**src/verilog/uie_pkg.sv**
```systemverilog
// Constants shared by the device interrupt enable block
package uie_pkg;

    // ------------------------------------------------------------
    // Register bus
    // ------------------------------------------------------------
    localparam int ADDR_W = 12;
    localparam int DATA_W = 32;

    localparam logic [11:0] OFS_ENABLE = 12'h214;
    localparam logic [11:0] OFS_PENDING = 12'h2f0;

    // ------------------------------------------------------------
    // Reset values and writable bits
    // ------------------------------------------------------------
    localparam logic [31:0] ENABLE_RST = 32'h0000_0001;
    localparam logic [31:0] PENDING_RST = 32'h0000_0000;
    localparam logic [31:0] WRITE_MASK = 32'h03ff_fdff;
    localparam logic [31:0] ZERO_WORD = 32'h0000_0000;

    // ------------------------------------------------------------
    // Field positions
    // ------------------------------------------------------------
    localparam int BIT_EP_LO = 12;
    localparam int BIT_EP_HI = 25;
    localparam int NUM_DATA_EP = 7;
    localparam int BIT_CTRL_IN = 11;
    localparam int BIT_CTRL_OUT = 10;
    localparam int BIT_RSVD = 9;
    localparam int BIT_SETUP = 8;
    localparam int BIT_VBUS = 7;
    localparam int BIT_DMA = 6;
    localparam int BIT_SPEED = 5;
    localparam int BIT_RESUME = 4;
    localparam int BIT_SUSPEND = 3;
    localparam int BIT_PSOF = 2;
    localparam int BIT_SOF = 1;
    localparam int BIT_BRST = 0;
    localparam int NUM_SRC = 26;

endpackage

```
**src/verilog/uie_sync.sv**
```systemverilog
// Two-stage synchroniser for a level arriving from a pin
`timescale 1ns/1ps

module uie_sync (
    input wire logic clock, // Controller clock
    input wire logic rstn, // Asynchronous reset, active low
    input wire logic d, // Asynchronous level
    output logic q // Synchronised level
);

    logic meta_ff;
    logic q_ff;

    // First stage feeds only the second stage
    always_ff @(posedge clock or negedge rstn) begin
        if (!rstn) begin
            meta_ff <= 1'b0;
            q_ff <= 1'b0;
        end else begin
            meta_ff <= d;
            q_ff <= meta_ff;
        end
    end

    assign q = q_ff;

endmodule

```
**src/verilog/uie_sticky.sv**
```systemverilog
// One sticky pending flag: an event sets it, a read clears it
`timescale 1ns/1ps

module uie_sticky (
    input wire logic clock, // Controller clock
    input wire logic rstn, // Asynchronous reset, active low
    input wire logic set, // Event pulse
    input wire logic clr, // Clear pulse from a status read
    output logic q // Pending flag
);

    logic q_ff;
    logic nxt_q;

    // Set wins so an event in the clearing cycle is kept
    always_comb begin
        nxt_q = q_ff;
        if (clr) begin
            nxt_q = 1'b0;
        end
        if (set) begin
            nxt_q = 1'b1;
        end
    end

    always_ff @(posedge clock or negedge rstn) begin
        if (!rstn) begin
            q_ff <= 1'b0;
        end else begin
            q_ff <= nxt_q;
        end
    end

    assign q = q_ff;

endmodule

```
**src/verilog/uie_top.sv**
```systemverilog
// Device controller interrupt enable register with pending flags and request output
// Notes on behaviour
// - Endpoints 1-7 tx/rx enables, bits 12-25.
// - Bit 11 gates control IN interrupts.
// - Bit 10 gates control OUT interrupts.
// - Bit 8 gates setup-received interrupt.
// - Bit 7 gates bus supply sense interrupt.
// - Bit 6 gates DMA status change interrupt.
// - Bit 5 gates speed status change interrupt.
// - Bit 4 gates resume interrupt.
// - Bit 3 gates suspend interrupt.
// - Bit 2 gates pseudo frame start interrupt.
// - Bit 0 gates bus reset, resets to one.
//
// Implementation choice: the plain strobed port.
`timescale 1ns/1ps

module uie_top
    import uie_pkg::*;
(
    input wire logic clock, // Controller clock, 50 MHz
    input wire logic rstn, // Asynchronous reset, active low
    input wire logic [11:0] addr, // Register byte address
    input wire logic [31:0] wdata, // Write data
    input wire logic wr_stb, // Write strobe, one cycle
    input wire logic rd_stb, // Read strobe, one cycle
    input wire logic [6:0] ep_tx_evt, // Data endpoint 1..7 transmit events
    input wire logic [6:0] ep_rx_evt, // Data endpoint 1..7 receive events
    input wire logic ctrl_in_evt, // Control IN buffer event
    input wire logic ctrl_out_evt, // Control OUT buffer event
    input wire logic ctrl_setup_evt, // Setup data received
    input wire logic bus_supply_pin, // Bus supply sense level, asynchronous
    input wire logic dma_change_evt, // DMA status changed
    input wire logic speed_change_evt, // High-speed status changed
    input wire logic resume_evt, // Resume detected
    input wire logic suspend_evt, // Suspend detected
    input wire logic pseudo_frame_evt, // Pseudo frame start
    input wire logic frame_start_evt, // Frame start packet received
    input wire logic bus_reset_evt, // Bus reset detected
    output logic [31:0] rd_data_ff, // Read data, valid the cycle after rd_stb
    output logic [31:0] irq_en_ff, // Current enable register
    output logic irq_ff // Interrupt request, active high level
);

    // ------------------------------------------------------------
    // Bus supply sense crossing and change detection
    // ------------------------------------------------------------
    logic supply_sync;
    logic supply_prev_ff;
    logic nxt_supply_prev;
    logic supply_change;

    uie_sync u_supply_sync (
        .clock(clock),
        .rstn(rstn),
        .d(bus_supply_pin),
        .q(supply_sync)
    );

    // Either edge of the supply level is an event
    always_comb begin
        nxt_supply_prev = supply_sync;
        supply_change = supply_sync ^ supply_prev_ff;
    end

    always_ff @(posedge clock or negedge rstn) begin
        if (!rstn) begin
            supply_prev_ff <= 1'b0;
        end else begin
            supply_prev_ff <= nxt_supply_prev;
        end
    end

    // ------------------------------------------------------------
    // Event vector in register bit order
    // ------------------------------------------------------------
    logic [NUM_SRC-1:0] src_evt;

    always_comb begin
        src_evt = '0;
        for (int i = 0; i < NUM_DATA_EP; i++) begin
            src_evt[BIT_EP_LO + 2 * i] = ep_rx_evt[i];
            src_evt[BIT_EP_LO + 2 * i + 1] = ep_tx_evt[i];
        end
        src_evt[BIT_CTRL_IN] = ctrl_in_evt;
        src_evt[BIT_CTRL_OUT] = ctrl_out_evt;
        src_evt[BIT_SETUP] = ctrl_setup_evt;
        src_evt[BIT_VBUS] = supply_change;
        src_evt[BIT_DMA] = dma_change_evt;
        src_evt[BIT_SPEED] = speed_change_evt;
        src_evt[BIT_RESUME] = resume_evt;
        src_evt[BIT_SUSPEND] = suspend_evt;
        src_evt[BIT_PSOF] = pseudo_frame_evt;
        src_evt[BIT_SOF] = frame_start_evt;
        src_evt[BIT_BRST] = bus_reset_evt;
    end

    // ------------------------------------------------------------
    // Address decode
    // ------------------------------------------------------------
    logic wr_enable;
    logic rd_enable;
    logic rd_pending;

    always_comb begin
        wr_enable = wr_stb && (addr == OFS_ENABLE);
        rd_enable = rd_stb && (addr == OFS_ENABLE);
        rd_pending = rd_stb && (addr == OFS_PENDING);
    end

    // ------------------------------------------------------------
    // Pending flags
    // ------------------------------------------------------------
    // Reserved position has no flag so it always reads zero
    logic [NUM_SRC-1:0] pend_q;
    logic [31:0] pending_word;

    genvar g;
    generate
        for (g = 0; g < NUM_SRC; g++) begin : gen_pend
            if (g == BIT_RSVD) begin : gen_rsvd
                assign pend_q[g] = 1'b0;
            end else begin : gen_flag
                uie_sticky u_flag (
                    .clock(clock),
                    .rstn(rstn),
                    .set(src_evt[g]),
                    .clr(rd_pending),
                    .q(pend_q[g])
                );
            end
        end
    endgenerate

    assign pending_word = {{(32 - NUM_SRC){1'b0}}, pend_q};

    // ------------------------------------------------------------
    // Enable register
    // ------------------------------------------------------------
    logic [31:0] nxt_irq_en;

    // Reserved bits are not stored; a careless write cannot set them
    always_comb begin
        nxt_irq_en = irq_en_ff;
        if (wr_enable) begin
            nxt_irq_en = wdata & WRITE_MASK;
        end
    end

    always_ff @(posedge clock or negedge rstn) begin
        if (!rstn) begin
            irq_en_ff <= ENABLE_RST;
        end else begin
            irq_en_ff <= nxt_irq_en;
        end
    end

    // ------------------------------------------------------------
    // Interrupt request
    // ------------------------------------------------------------
    logic [NUM_SRC-1:0] nxt_pend;
    logic nxt_irq;

    // Built from next values so the output tracks the flops with no lag
    always_comb begin
        nxt_pend = rd_pending ? '0 : pend_q;
        nxt_pend = nxt_pend | src_evt;
        nxt_pend[BIT_RSVD] = 1'b0;
        nxt_irq = |(nxt_pend & nxt_irq_en[NUM_SRC-1:0]);
    end

    always_ff @(posedge clock or negedge rstn) begin
        if (!rstn) begin
            irq_ff <= 1'b0;
        end else begin
            irq_ff <= nxt_irq;
        end
    end

    // ------------------------------------------------------------
    // Read data
    // ------------------------------------------------------------
    logic [31:0] nxt_rd_data;

    // Unmapped addresses and idle cycles return zero
    always_comb begin
        nxt_rd_data = ZERO_WORD;
        if (rd_enable) begin
            nxt_rd_data = irq_en_ff;
        end else if (rd_pending) begin
            nxt_rd_data = pending_word;
        end
    end

    always_ff @(posedge clock or negedge rstn) begin
        if (!rstn) begin
            rd_data_ff <= ZERO_WORD;
        end else begin
            rd_data_ff <= nxt_rd_data;
        end
    end

    // One pair of map checks per data endpoint
    for (g = 0; g < NUM_DATA_EP; g++) begin : gen_ep_chk

    end
endmodule

```
**config.mk**
```make
export PLATFORM = sky130hd
export DESIGN_NAME = uie_top
export DESIGN_NICKNAME = d
export VERILOG_FILES = /design/src/verilog/uie_pkg.sv /design/src/verilog/uie_sync.sv /design/src/verilog/uie_sticky.sv /design/src/verilog/uie_top.sv
export SDC_FILE = /design/constraint.sdc
export NUM_CORES = 1
export LEC_CHECK = 0
export ABC_AREA = 1
export BUFFER_PORTS_ARGS = -buffer_cell sky130_fd_sc_hd__buf_2
export CORE_MARGIN = 1.5
export CORE_UTILIZATION = 49
export DETAILED_ROUTE_END_ITERATION = 10
export GPL_ROUTABILITY_DRIVEN = 0
export PLACE_DENSITY = 0.83
export SLEW_MARGIN = 15
export SYNTH_ARGS = -nofsm -noshare
export SYNTH_HDL_FRONTEND = slang
export SYNTH_SLANG_ARGS = --single-unit
```
**constraint.sdc**
```tcl
create_clock -name clock -period 1.2 [get_ports clock]
set_input_delay 0.18 -clock clock [delete_from_list [all_inputs] [get_ports clock]]
set_output_delay 0.18 -clock clock [all_outputs]
set_load 0.05 [all_outputs]
```
==> key figures, run 1 <==
Routing
  • Drt first pass iters: 5
  • Vias per inst: 5.04
  • Total wire length after detailed routing: 10400 um
  • Vias: 3409
  • Starting DRT DRC Count: 226
  • Drt wl/cell: 15.4 um
  • DRC Markers: 0
  • Antenna Nets Post-Route: 0

Floorplanning
  • Die ar.: 0.00820 mm^2
  • Chip Width: 90.6 um
  • Core Box Area: 0.00733 mm^2
  • Initial Util: 51.2%
  • I/O pin cnt: 138
  • Die Y: 90.6 um
  • FP Rows: 31

Synth
  • Yosys cell types: 32
  • Most frequent cell after synthesis: nand2_1
  • Register bit total from synthesis: 79
  • Seq/Total Area, Yosys: 52.7%
  • Synth Cell Area: 0.00376 mm^2
  • Gate Count Post-Synth: 429
  • Synth Warn #: 0
  • Yosys top cell by area: dfrtp_1
  • Area share of the largest cell type after synthesis: 52.0%
  • Post-synth top cells: nand2_1 (95), dfrtp_1 (78), inv_1 (78)
  • EDFF count, synth: 0
  • Fraction of registers with async set/reset: 100%
  • Synth top area cells: dfrtp_1 (52%), nand2_1 (9.5%), inv_1 (7.8%)
  • Most used DFF post-synth: dfrtp_1
  • Syn_area_per_cell: 8.76 um^2

Global routing
  • Antenna violations before repair: 0
  • Vias in the first global route: 3309
  • First-pass GRT wire length: 15300 um
  • Total global routing track utilization: 24.1%
  • Largest net degree at the start of global routing: 33
  • Gr ovfl total: 0

Critical path
  • Worst reg2reg startpoint: irq_en_ff[16]
  • RR Endpoint: irq_ff
  • Worst Setup Start Kind: input pin
  • Setup slack, reg-to-reg: 50 ps
  • Crit path DAT: 1560 ps
  • CP max FO: 4
  • CP Launch Point: addr[8]
  • CP Class: input pin to flop
  • Critical Path End Type: flop
  • Reg2reg path depth: 8
  • WP data required: 1430 ps

Outcome
  • Failing checks: setup timing
  • Status: complete, but fails checks

CTS
  • Worst-case clock buffer depth: 2
  • TritonCTS clock tree: built
  • CTS sink cnt: 79
  • Cts bufs inserted: 9
  • CTS H-Tree Depth: 3
  • CTS Root Cell: clkbuf_8
  • Clk slew on worst S/H paths: 80 ps
  • Worst skew pair latency: 340 ps

Placed design
  • Port Buffers: 116
  • Inst Count DP: 644
  • Final HPWL DP: 6630 um
  • Pre-CTS setup slack: -454 ps

Timing
  • Tcrit/Tclk final: 111%
  • Final Max Slew Viols: 0
  • Setup Skew: 9.18 ps
  • Fmax: 752 MHz
  • RSZ-0062 raised after global routing: yes
  • Final min period: 1330 ps
  • Final setup fails: 2
  • Final Hold Fails: 0
  • Final WS setup: -130 ps

Cells and area
  • Layout cell share with drive strength beyond 1: 35.9%
  • Filler Cell Count: 572
  • Multi-input combinational cell area: 0.00141 mm^2
  • Non-filler cells, final: 676
  • Diodes inserted: 0
  • P&R area growth vs syn: 33.6%
  • Register area: 0.00198 mm^2
  • Post-layout nets: 645
  • Final Util: 68.5%

Power and ir drop
  • Pwr per Cell Area: 1020 mW/mm^2
  • Leak: 2.83 nW
  • Power after layout: 5.10 mW
  • Maximum vdd ir drop: 0.559 mV

Hold path
  • Tightest Hold Check Type: input pin to flop
  • Hold Path End: gen_pend[2].gen_flag.u_flag.q
  • Hold Crit Start: pseudo_frame_evt
  • Min-Delay Path Depth: 3

Run
  • Max-capacitance violation count: 0
routing by layer:
layer	vias to the layer above	global-route usage [%]	wire (um)
met2	202	40.6	5100
met3	28	3.87	828
met4	0	11.1	356
li1	1581	-	-
met1	1598	30.4	4130
met5	-	0	0
cell families (layout without fill, tap and decap cells):
logic type	Yosys count	after routing	synth area share, %
simple gates	209	211	28.8
buf+inv	110	243	14.2
flops	79	79	52.7
compound gates	29	29	4.03
other cells	1	14	0.0998
xor+xnor	1	1	0.233
sequential cells by signal (all words and copies together), names as in the netlist:
name	cells
irq_en_ff	25
irq_ff	1
u_supply_sync.meta_ff	1
gen_pend.gen_flag.u_flag.q	25
rd_data_ff	25
u_supply_sync.q	1
supply_prev_ff	1
how the worst max path moves through the flow:
stage / to / cells past startpoint / slack, ps
CTS: irq_ff / 11 / -50
global placement: irq_ff / 11 / -450
detailed placement: irq_ff / 11 / -450
global route: irq_ff / 15 / -170
finish: irq_ff / 13 / -130
floorplan: irq_ff / 10 / -120
through the flow:
step | TNS, ps | hold slack, ps | instance area, um^2
after global routing | -228 | 51.2 | 5020
after floorplan | -119 | -116 | 3810
after detailed placement | -9730 | 85.5 | 4480
after CTS | -77.9 | 41.7 | 4770
after global placement | -8130 | 88.8 | 4480
final | -146 | 49.2 | 5020
what timing repair did:
action	4_1_cts	5_1_grt
setup endpoints to repair	2	9
cloned	2	3
setup buffers	1	8
hold buffers	2	0
endpoints found under the hold margin	19	0
pin swaps	1	16
resized for setup	12	28
power breakdown:
part	switching (mW)	internal (mW)
registers	0.00466	2.67
clock network	0.946	1.01
logic	0.308	0.158
critical path, cell delays in order:
cell and delay [ps]:
buf_2 120, nor2_4 100, nand2_4 90, nor2_8 150, buf_6 120, buf_4 130, nand4_1 120, nand3_1 130
nand2_1 100, nor2_2 110, nand2_1 50, nor2_1 90, nand2_1 50
final cells by class:
class                      count  area share, %
sequential                    79           39.4
multi-input combinational    255           28.1
timing repair buffer         146           19.9
inverter                      81           6.11
clock buffer                  11           2.82
tap                           99           2.47
clock inverter                 5           1.15
placed cells by master, fill, tap and decap left out, types with 2 or more instances in the layout:
cell type        n
nor2_4           6
buf_2          109
nand4_1         24
nor2_1           8
nand2_2         18
dlygate4sd3_1    2
clkbuf_8        10
nor2_2           2
nand3_1         18
dfrtp_1         78
nand3_2          5
clkinvlp_4       3
nand2_8          3
nand2_4          2
nand2_1         94
buf_12           8
inv_2            3
and2_1          24
nand4_2          2
o21ai_0         24
inv_1           76
buf_6           12
buf_4           12
conb_1          14
nor2_8           2
Note: power is estimated with default switching activity, not from simulation.
==> inputs of run 2 (changes only) <==
--- a/config.mk
+++ b/config.mk
@@ -16,3 +16,4 @@
 export SYNTH_ARGS = -nofsm -noshare
 export SYNTH_HDL_FRONTEND = slang
 export SYNTH_SLANG_ARGS = --single-unit
+export TNS_END_PERCENT = 10
==> run 2 against run 1 <==
Net effect:
- the flow still finishes with violations (setup timing)
- non-clock buffer count down 7
- fmax up 3.2%
- register-to-register slack better by 20 ps
- total power down 0.40%
- combinational power down 4.7%
- flip-flop and latch count unchanged
- clock power about the same
- highest routed layer unchanged
==> key figures, run 2 (same netlist as run 1, synthesis figures left out) <==
Cells and area
  • P&R area growth vs syn: 29.3%
  • Non-filler cells, final: 669
  • Commonest non-fill, non-tap cell in the layout: buf_2
  • Post-layout nets: 638
  • Register area: 0.00198 mm^2
  • Diodes inserted: 0
  • Filler Cell Count: 611
  • Final instance area: 0.00486 mm^2
  • Multi-input combinational cell area: 0.00136 mm^2
  • Layout cell share with drive strength beyond 1: 33.7%
  • Most frequent cells in the layout: buf_2 (112), nand2_1 (95), inv_1 (78), dfrtp_1 (78)

Routing
  • Drt wl/cell: 14.6 um
  • Antenna Nets Post-Route: 0
  • DRC Markers: 0
  • Vias per inst: 4.88
  • Starting DRT DRC Count: 213
  • Drt first pass iters: 4
  • Total wire length after detailed routing: 9740 um
  • Vias: 3264

Timing
  • Final WS setup: -88.3 ps
  • Final Max Slew Viols: 0
  • Final min period: 1290 ps
  • Fmax: 776 MHz
  • Tcrit/Tclk final: 107%
  • RSZ-0062 raised after global routing: yes
  • Final setup fails: 2
  • Setup Skew: 5.56 ps
  • Final Hold Fails: 0

Placed design
  • Dpl cell area: 0.00448 mm^2
  • Port Buffers: 116
  • Final HPWL DP: 6630 um
  • Inst Count DP: 644

Critical path
  • CP max FO: 10
  • CP Class: input pin to flop
  • WP data required: 1480 ps
  • Crit path DAT: 1570 ps
  • Worst Setup Start Kind: input pin
  • Critical Path End Type: flop

Global routing
  • Gr ovfl total: 0
  • Largest net degree at the start of global routing: 33
  • First-pass GRT wire length: 14900 um
  • Vias in the first global route: 3245
  • Antenna violations before repair: 0
  • Total global routing track utilization: 23.4%

Power and ir drop
  • Power after layout: 5.08 mW
  • Pwr per Cell Area: 1050 mW/mm^2
  • Leak: 2.74 nW
  • Maximum vdd ir drop: 0.513 mV

Outcome
  • Failing checks: setup timing
  • Status: complete, but fails checks

Floorplanning
  • Core Box Area: 0.00733 mm^2
  • Die Y: 90.6 um
  • Initial Util: 51.2%
  • Die ar.: 0.00820 mm^2
  • I/O pin cnt: 138
  • Chip Width: 90.6 um
  • FP Rows: 31

CTS
  • TritonCTS clock tree: built
  • Worst-case clock buffer depth: 2
  • CTS H-Tree Depth: 3
  • CTS sink cnt: 79
  • Clk slew on worst S/H paths: 80 ps
  • Cts bufs inserted: 9
  • Worst skew pair latency: 340 ps
  • CTS Root Cell: clkbuf_8

Run
  • Max-capacitance violation count: 0

Hold path
  • Tightest Hold Check Type: input pin to flop
## run 2: changes by cell type in the layout (fill, tap and decap cells not counted), sizes merged
cell      delta
buf          -6
clkbuf       -1
clkinv       -1
clkinvlp     +1
## run 2: final cells by class
type	count	share of cell area [%]
Inverter	81	6.34
Clock inverter	5	1.19
Sequential cell	79	40.7
Tap cell	99	2.55
Multi-Input combinational cell	255	27.9
Timing Repair Buffer	139	18.3
Clock buffer	11	2.91
## run 2: report_power, final
part | leakage, nW | internal (mW) | switching (mW)
Combinational | 1.82 | 0.146 | 0.297
Sequential | 0.833 | 2.67 | 0.00468
Clock | 0.0916 | 1.01 | 0.948
Total | 2.74 | 3.83 | 1.25
## run 2: what timing repair did
item / CTS / global route
resized for setup: 8 / 10
setup buffers: 0 / 5
gates cloned: 0 / 2
pin swaps: 0 / 4
hold buffers: 2 / 0
setup endpoints to repair: 2 / 10
hold endpoints to repair: 19 / 0
## run 2: worst max-delay path, cell delays in order
cell	delay (ps)
buf_2	100
inv_1	60
nor2_1	130
nand2_2	100
nor2_8	180
nand3_4	120
buf_4	210
nand2_1	70
o21ai_1	70
nor2_1	120
nor2_2	60
nand2_1	80
nor2_1	50
nand2_1	50
## run 2: layer usage
metal	up-vias	GRT usage, %	share of wire, %	routed length [um]
li1	1558	-	-	-
met1	1509	29.7	41	3990
met2	177	39.3	49	4770
met3	20	3.79	7.9	767
met4	0	10.6	2.2	210
met5	-	0	0	0
## run 2: final timing paths
path / start / end / slack (ps) / cells after the start
hold / removal: pseudo_frame_evt / gen_pend[2].gen_flag.u_flag.q / 50 / 3
min in group asynchronous: rstn / gen_pend[10].gen_flag.u_flag.q / 260 / 2
setup reg to reg: irq_en_ff[18] / irq_ff / 70 / 8
setup / recovery: addr[4] / irq_ff / -90 / 14
hold reg to reg: u_supply_sync.meta_ff / u_supply_sync.q / 350 / 0
max in group asynchronous: rstn / irq_en_ff[6] / 470 / 3
## run 2: stage by stage
step	util, %	setup WS [ps]	TNS, ps	hold slack, ps
after floorplan	-	-119	-119	-116
after global placement	61.2	-449	-8130	88.8
after detailed placement	61.2	-454	-9730	85.5
after CTS	64.7	-53.9	-84.2	41.7
after global routing	66.2	-217	-266	50.9
final	66.2	-88.3	-106	47.1
